==> src/hw/buffer_admission_defs.vh <==
// Purpose: Constants for the packet buffer manager admission and flow thresholds.
// Assumes: Register numbers are word indexes in the switch register space.
// Notes: Levels are counts of 128-byte buffers.
`ifndef BUFFER_ADMISSION_DEFS_VH
`define BUFFER_ADMISSION_DEFS_VH
`define REG_BUFFER_CONFIG 16'h1C00
`define REG_INGRESS_DROP_LEVELS 16'h1C01
`define REG_PAUSE_ASSERT_LEVELS 16'h1C02
`define REG_PAUSE_RELEASE_LEVELS 16'h1C03
`define REG_DROP_COUNT_0 16'h1C05
`define REG_DROP_COUNT_1 16'h1C06
`define REG_DROP_COUNT_2 16'h1C07
`define CFG_RED_DROP 0
`define CFG_YELLOW_DROP 1
`define CFG_PACING_LO 2
`define CFG_PACING_HI 4
`define CFG_FIXED_PRIORITY 5
`define CFG_COUNTER_TEST 6
`define CFG_WIDTH 7
`define CFG_RESET 7'h00
`define LEVEL_LOW_HI 15
`define LEVEL_LOW_LO 8
`define LEVEL_HIGH_HI 7
`define LEVEL_HIGH_LO 0
`define DROP_LEVELS_RESET 16'h4964
`define PAUSE_LEVELS_RESET 16'h213C
`define RESUME_LEVELS_RESET 16'h0307
`define ACTIVE_PORT_BUFFERS 8'h24
`define BUFFER_BYTES 128
`define COUNTER_TEST_PATTERN 32'h07FFFFFC
`define COUNTER_MAX 32'hFFFFFFFF
`define PAUSE_RESUME_VALUE 16'h0001
`endif

==> src/hw/packet_buffer_manager.v <==
// Purpose: Configuration registers, admission, flow control thresholds and drop counters
//    of the packet buffer manager in a three-port switch.
// Assumes: Usage per port is given in 128-byte buffers; one packet arrives per cycle.
// Notes: All outputs are registered; register reads return data one cycle after the strobe.
//    A drop that meets a clearing read of its counter leaves the count at one, so no drop
//    is lost; in counter test mode the pattern is loaded instead.
//    Usage is eight bits per port, so levels above 255 buffers cannot be expressed.
`timescale 1ns/1ps
`include "buffer_admission_defs.vh"
module packet_buffer_manager (
   input wire ref_clk,
   input wire rstn,
   input wire [15:0] reg_addr,
   input wire reg_write,
   input wire reg_read,
   input wire [31:0] reg_wdata,
   output reg [31:0] reg_rdata,
   output reg reg_rvalid,
   input wire [23:0] port_usage,
   input wire pkt_valid,
   input wire [1:0] pkt_port,
   input wire [7:0] pkt_buffers,
   input wire pkt_yellow,
   input wire pkt_red,
   input wire random_discard_hit,
   output reg pkt_admit,
   output reg pkt_drop,
   output reg [2:0] pause_assert,
   output reg [2:0] pause_send,
   output reg [2:0] resume_send,
   output reg [15:0] resume_pause_value,
   output reg fixed_priority,
   output reg [2:0] egress_pacing_enable
);
   reg [`CFG_WIDTH-1:0] buffer_config;
   reg [15:0] ingress_drop_levels;
   reg [15:0] pause_assert_levels;
   reg [15:0] pause_release_levels;
   reg [31:0] drop_count [0:2];
   reg [1:0] active_count;
   reg [7:0] drop_level;
   reg [7:0] pause_level;
   reg [7:0] resume_level;
   reg [8:0] new_usage;
   reg [7:0] own_usage;
   reg drop_now;
   reg [2:0] next_pause;
   reg [31:0] read_word;
   integer i;
   // Each process has its own loop index, so no variable is written from two processes.
   integer k;

   function [7:0] usage_of;
      input [23:0] all;
      input [1:0] port;
      begin
         case (port)
            2'h1: usage_of = all[15:8];
            2'h2: usage_of = all[23:16];
            default: usage_of = all[7:0];
         endcase
      end
   endfunction

   function is_counter;
      input [15:0] addr;
      begin
         is_counter = (addr == `REG_DROP_COUNT_0) || (addr == `REG_DROP_COUNT_1) ||
            (addr == `REG_DROP_COUNT_2);
      end
   endfunction

   // Threshold selection and admission decision.
   // The active count follows the live usage, so the threshold set may change from one
   // cycle to the next; levels are compared directly in buffers, never in bytes.
   always @* begin
      active_count = 2'h0;
      for (i = 0; i < 3; i = i + 1) begin
         if (usage_of(port_usage, i[1:0]) >= `ACTIVE_PORT_BUFFERS) begin
            active_count = active_count + 2'h1;
         end
      end
      if (active_count >= 2'h2) begin
         drop_level = ingress_drop_levels[`LEVEL_LOW_HI:`LEVEL_LOW_LO];
         pause_level = pause_assert_levels[`LEVEL_LOW_HI:`LEVEL_LOW_LO];
      end else begin
         drop_level = ingress_drop_levels[`LEVEL_HIGH_HI:`LEVEL_HIGH_LO];
         pause_level = pause_assert_levels[`LEVEL_HIGH_HI:`LEVEL_HIGH_LO];
      end
      if (active_count >= 2'h2) begin
         resume_level = pause_release_levels[`LEVEL_LOW_HI:`LEVEL_LOW_LO];
      end else begin
         resume_level = pause_release_levels[`LEVEL_HIGH_HI:`LEVEL_HIGH_LO];
      end
      own_usage = usage_of(port_usage, pkt_port);
      new_usage = {1'b0, own_usage} + {1'b0, pkt_buffers};
      drop_now = new_usage > {1'b0, drop_level};
      if (buffer_config[`CFG_RED_DROP] && pkt_red) begin
         drop_now = 1'b1;
      end
      if (buffer_config[`CFG_YELLOW_DROP] && pkt_yellow && random_discard_hit) begin
         drop_now = 1'b1;
      end
      // A port is released only while it is paused and at or below the resume level; pause
      // is tested first so it wins when one usage meets both levels.
      next_pause = pause_assert;
      for (i = 0; i < 3; i = i + 1) begin
         if (usage_of(port_usage, i[1:0]) >= pause_level) begin
            next_pause[i] = 1'b1;
         end else if (pause_assert[i] && usage_of(port_usage, i[1:0]) <= resume_level) begin
            next_pause[i] = 1'b0;
         end
      end
   end

   // Register read mux; unmapped addresses read as zero and writes to counters are ignored.
   always @* begin
      case (reg_addr)
         `REG_BUFFER_CONFIG: read_word = {25'h0, buffer_config};
         `REG_INGRESS_DROP_LEVELS: read_word = {16'h0000, ingress_drop_levels};
         `REG_PAUSE_ASSERT_LEVELS: read_word = {16'h0000, pause_assert_levels};
         `REG_PAUSE_RELEASE_LEVELS: read_word = {16'h0000, pause_release_levels};
         `REG_DROP_COUNT_0: read_word = drop_count[0];
         `REG_DROP_COUNT_1: read_word = drop_count[1];
         `REG_DROP_COUNT_2: read_word = drop_count[2];
         default: read_word = 32'h00000000;
      endcase
   end

   // Registers, drop counters and every output; all outputs leave from flip-flops.
   always @(posedge ref_clk or negedge rstn) begin
      if (!rstn) begin
         buffer_config <= `CFG_RESET;
         ingress_drop_levels <= `DROP_LEVELS_RESET;
         pause_assert_levels <= `PAUSE_LEVELS_RESET;
         pause_release_levels <= `RESUME_LEVELS_RESET;
         for (k = 0; k < 3; k = k + 1) begin
            drop_count[k] <= 32'h00000000;
         end
         reg_rdata <= 32'h00000000;
         reg_rvalid <= 1'b0;
         pkt_admit <= 1'b0;
         pkt_drop <= 1'b0;
         pause_assert <= 3'h0;
         pause_send <= 3'h0;
         resume_send <= 3'h0;
         resume_pause_value <= 16'h0000;
         fixed_priority <= 1'b0;
         egress_pacing_enable <= 3'h0;
      end else begin
         if (reg_write) begin
            case (reg_addr)
               `REG_BUFFER_CONFIG: buffer_config <= reg_wdata[`CFG_WIDTH-1:0];
               `REG_INGRESS_DROP_LEVELS: ingress_drop_levels <= reg_wdata[15:0];
               `REG_PAUSE_ASSERT_LEVELS: pause_assert_levels <= reg_wdata[15:0];
               `REG_PAUSE_RELEASE_LEVELS: pause_release_levels <= reg_wdata[15:0];
               default: ;
            endcase
         end
         // Read data holds until the next read, so software may take it late.
         reg_rvalid <= reg_read;
         if (reg_read) begin
            reg_rdata <= read_word;
         end
         for (k = 0; k < 3; k = k + 1) begin
            // clear on read, test pattern load and saturating drop count
            // A drop in the read cycle is counted after the clear, so it is lost only in counter test mode.
            // Saturation holds the count at all ones rather than wrapping to zero.
            if (reg_read && is_counter(reg_addr) && reg_addr[1:0] == k[1:0] + 2'h1) begin
               if (buffer_config[`CFG_COUNTER_TEST]) begin
                  drop_count[k] <= `COUNTER_TEST_PATTERN;
               end else if (pkt_valid && drop_now && pkt_port == k[1:0]) begin
                  drop_count[k] <= 32'h00000001;
               end else begin
                  drop_count[k] <= 32'h00000000;
               end
            end else if (pkt_valid && drop_now && pkt_port == k[1:0] &&
                  drop_count[k] != `COUNTER_MAX) begin
               drop_count[k] <= drop_count[k] + 32'h00000001;
            end
         end
         pkt_admit <= pkt_valid && !drop_now;
         pkt_drop <= pkt_valid && drop_now;
         pause_assert <= next_pause;
         pause_send <= next_pause & ~pause_assert;
         resume_send <= pause_assert & ~next_pause;
         resume_pause_value <= `PAUSE_RESUME_VALUE;
         fixed_priority <= buffer_config[`CFG_FIXED_PRIORITY];
         egress_pacing_enable <= buffer_config[`CFG_PACING_HI:`CFG_PACING_LO];
      end
   end
endmodule // packet_buffer_manager

==> config.mk <==
export PLATFORM = sky130hd
export DESIGN_NAME = packet_buffer_manager
export DESIGN_NICKNAME = d
export VERILOG_FILES = /design/src/hw/packet_buffer_manager.v
export VERILOG_INCLUDE_DIRS = /design/src /design/src/hw
export SDC_FILE = /design/constraint.sdc
export NUM_CORES = 1
export LEC_CHECK = 0
export BUFFER_PORTS_ARGS = -buffer_cell sky130_fd_sc_hd__buf_2
export CAP_MARGIN = 20
export CORE_MARGIN = 8
export CORE_UTILIZATION = 64
export CTS_CLUSTER_DIAMETER = 120
export CTS_CLUSTER_SIZE = 16
export DETAILED_ROUTE_END_ITERATION = 10
export PLACE_DENSITY = 0.89
export SKIP_LAST_GASP = 1
export SYNTH_ARGS = -nofsm -noshare
export SYNTH_HDL_FRONTEND = slang
export SYNTH_SLANG_ARGS = --single-unit
==> constraint.sdc <==
create_clock -name ref_clk -period 3.67 [get_ports ref_clk]
set_input_delay 0.367 -clock ref_clk [delete_from_list [all_inputs] [get_ports ref_clk]]
set_output_delay 0.367 -clock ref_clk [all_outputs]
set_load 0.005 [all_outputs]
==> results.py <==
metrics = {
    "detailed_routing": {
        "detail-route-antenna-nets": 0,
        "viasPerCell": 7.07,
        "wirelength_um": 42000,
        "dr.pass1.iters": 7,
        "post_drt_wl_per_cell_um": 25.9,
        "drc": 0,
        "num_vias": 11500,
        "drt-initial-drc-count": 1512,
    },
    "die": {
        "rows": 50,
        "initial_core_util_pct": 65.1,
        "ioPinCount": 154,
        "die_h_um": 154,
        "die-width_um": 154,
        "core_area_um2": 18700,
        "die_area_um2": 23700,
    },
    "pwr": {
        "finalPower_mw": 5.81,
        "p_sw_mw": 1.89,
        "p_int_mw": 3.92,
        "p_comb_share_pct": 24.7,
        "p_leak_nw": 6.94,
        "p_per_area_nw_per_um2": 383,
        "power.share.sequential_pct": 41.4,
        "switching_share_pct": 32.6,
        "vdd_drop_max_v": 0.000381,
        "p_clk_share_pct": 33.9,
    },
    "timing": {
        "rsz0062_at_grt": "yes",
        "holdWs_ps": -44.5,
        "hold_violations": 19,
        "worstMarginPinSlew_ps": 1290,
        "finalSetupTns_ps": -12950,
        "clock-skew-final_ps": 14.4,
        "max_freq_mhz": 252,
        "worst_slack_ps": -299,
        "maxSlewViolCount": 0,
        "finalSetupViolations": 93,
        "finalCriticalPeriod_ps": 3970,
        "fin_crit_sh_pct": 108,
        "slew_headroom_pct": 13.8,
    },
    "yosys": {
        "netlist_instances": 1175,
        "synth_compound_area_share_pct": 15.5,
        "yosys.area_share.simple_pct": 15.8,
        "ys_ff_latch": 200,
        "synth-xor-area-share_pct": 6.55,
        "synth_top_family_by_area": "simple AND/OR/NAND/NOR gates",
        "syn_area_um2": 12200,
        "synth_warnings": 0,
        "synth_edf_count": 0,
        "ys_types": 78,
        "synth.area.mux_share_pct": 9.81,
        "synthAdderAreaFrac_pct": 7.56,
        "ys_seq_area_share_pct": 41.3,
        "syn_area_per_cell_um2": 10.4,
        "synthArstFlopShare_pct": 100,
        "synth_ff_type": "dfrtp_1",
    },
    "cts": {
        "cts_made_buffers": 17,
        "cts_root_buffer": "clkbuf_16",
        "path_clk_slew_ps": 80,
        "cts_tree": "done",
        "clk_path_buf_depth": 2,
        "cts.sinks": 200,
        "clk_latency_ps": 450,
        "h-tree-depth": 4,
        "cts_hold_buf": 0,
    },
    "global_route": {
        "grt_pass1_wl_um": 62200,
        "grt_antenna_before_repair": 0,
        "grt_overflow": 0,
        "grt_usage_pct": 33.0,
        "grt_pass1_vias": 11400,
        "grt_max_degree": 83,
    },
    "cells_and_area": {
        "fillers": 1025,
        "finalNonFillerCells": 1624,
        "syn_to_final_growth_pct": 24.4,
        "n_antenna_cell": 0,
        "fin_nets": 1540,
        "final_layout_size_suffix_gt1_share_pct": 34.1,
        "final_core_util_pct": 80.9,
        "design_area_um2": 15100,
    },
    "setup_path": {
        "path_class": "input port to register",
        "cp-end-kind": "register",
        "r2r_cells": 8,
        "arrival_ps": 4260,
        "crit_fanout": 6,
        "cp.required_ps": 3970,
        "crit_path_start_kind": "input port",
    },
    "run": {
        "drv_cap": 0,
    },
    "min_path": {
        "hp-class": "input port to async pin",
    },
    "placement": {
        "io_buffers": 122,
        "post_dp_cell_area_um2": 13800,
        "dp_slack_ps": -617,
        "gp_routability_congestion": 1.02,
        "post-dp-hpwl_um": 28100,
        "place_inst": 1574,
    },
    "run_status": {
        "status": "finished with violations",
        "violations": "negative hold slack, negative setup slack",
    },
}
-- cell usage in the layout (no fill, tap or decap), types with 17 or more instances in the layout --
cell type and count:
nor3_1 22, and3_1 24, ha_1 68, dfstp_2 17, a21oi_1 92, buf_2 119, dfrtp_1 183, buf_4 92
xor2_1 45, xnor2_1 40, o21ai_0 20, nand3_1 33, nand3_2 19, nand4_1 39, mux2_2 62, nand2_1 47
inv_1 18, a22oi_1 42, nor2_1 48, clkbuf_16 18, a21oi_2 17, o2bb2ai_1 25, mux2i_1 26
-- final timing paths --
check                                             start                            endpoint  slack (ps)
min in group ref_clk                           reg_read                reg_rvalid$_DFF_PN0_         130
min                                                rstn                  pkt_drop$_DFF_PN0_         -40
max in group asynchronous                          rstn  pause_assert_levels[8]$_DFFE_PN1P_        2710
max reg2reg                  drop_count[32]$_DFFE_PN0P_          drop_count[46]$_DFFE_PN0P_         -30
min reg2reg                buffer_config[2]$_DFFE_PN0P_   egress_pacing_enable[0]$_DFF_PN0_         440
max                                         pkt_port[0]          drop_count[58]$_DFFE_PN0P_        -300
-- state kept, by name, indices dropped and copies added (netlist names), 3 cells and up --
register	flops
buffer_config	7
drop_count	96
egress_pacing_enable	3
ingress_drop_levels	16
pause_assert	3
pause_assert_levels	16
pause_release_levels	16
pause_send	3
reg_rdata	32
resume_send	3
-- repair_timing --
action                                  in CTS  in global routing
gates resized for setup                     32                 81
setup buffers                               11                  5
pin swaps                                   27                100
endpoints found under the setup margin      73                 98
endpoints found under the hold margin        0                  0
cloned                                       3                  1
-- layout make-up --
class | instances | area [um^2] | area share (%)
multi-input combinational | 901 | 7430 | 49.0
sequential | 200 | 5030 | 33.2
timing repair buffer | 234 | 1670 | 11.0
clock buffer | 18 | 439 | 2.90
tap | 234 | 293 | 1.93
clock inverter | 14 | 175 | 1.16
inverter | 23 | 109 | 0.719
-- critical path, cell delays in order --
cell	delay (ps)
buf_12	90
inv_8	30
ha_4	160
buf_4	160
a22oi_2	220
a21oi_2	90
ha_1	310
a21o_1	180
a21o_1	160
a21oi_2	170
o21ai_2	80
xor2_1	170
ha_1	320
and3_4	190
or3b_4	400
o211a_4	170
o21ai_4	240
buf_12	190
buf_12	140
nor3_4	40
xnor2_1	250
a21oi_1	110
-- layer usage --
| layer | up-vias | global-route usage [%] | share of wire [%] |
|---|---|---|---|
| li1 | 4775 | - | - |
| met1 | 5567 | 39.8 | 35 |
| met2 | 854 | 53.7 | 48 |
| met3 | 281 | 8.46 | 10 |
| met4 | 0 | 17.5 | 6.8 |
| met5 | - | 0 | 0 |
-- power by group through the flow --
stage / clock, mW / sequential [mW] / combinational (mW)
floorplan: 0 / 2.40 / 0.592
global placement: 0 / 2.42 / 0.961
detailed placement: 0 / 2.43 / 1.00
CTS: 1.95 / 2.39 / 1.24
global route: 2.05 / 2.41 / 1.51
finish: 1.97 / 2.40 / 1.43
-- synth_stat cells, types with 22 or more instances --
library cell	count	area, um^2
nand2_1	50	188
o21ai_0	25	125
a22oi_1	44	330
ha_1	72	901
nor2_1	52	195
a21oi_1	107	536
inv_1	22	82.6
nand4_1	39	244
mux2_2	62	698
xor2_1	48	420
xnor2_1	43	377
clkbuf_1	26	97.6
and3_1	25	156
nor3_1	34	170
mux2i_1	26	260
dfrtp_1	183	4580
nand3_1	52	260
o2bb2ai_1	25	219
-- cell families (layout without fill, tap and decap cells) --
kind of cell    after synthesis  in the layout
flops                       200            200
mux                         104            104
other cells                   2             16
simple gates                339            339
fa+ha+maj                    73             73
compound gates              278            278
buf+inv                      88            289
xor+xnor                     91             91
Power figures use the tool's default switching activity.
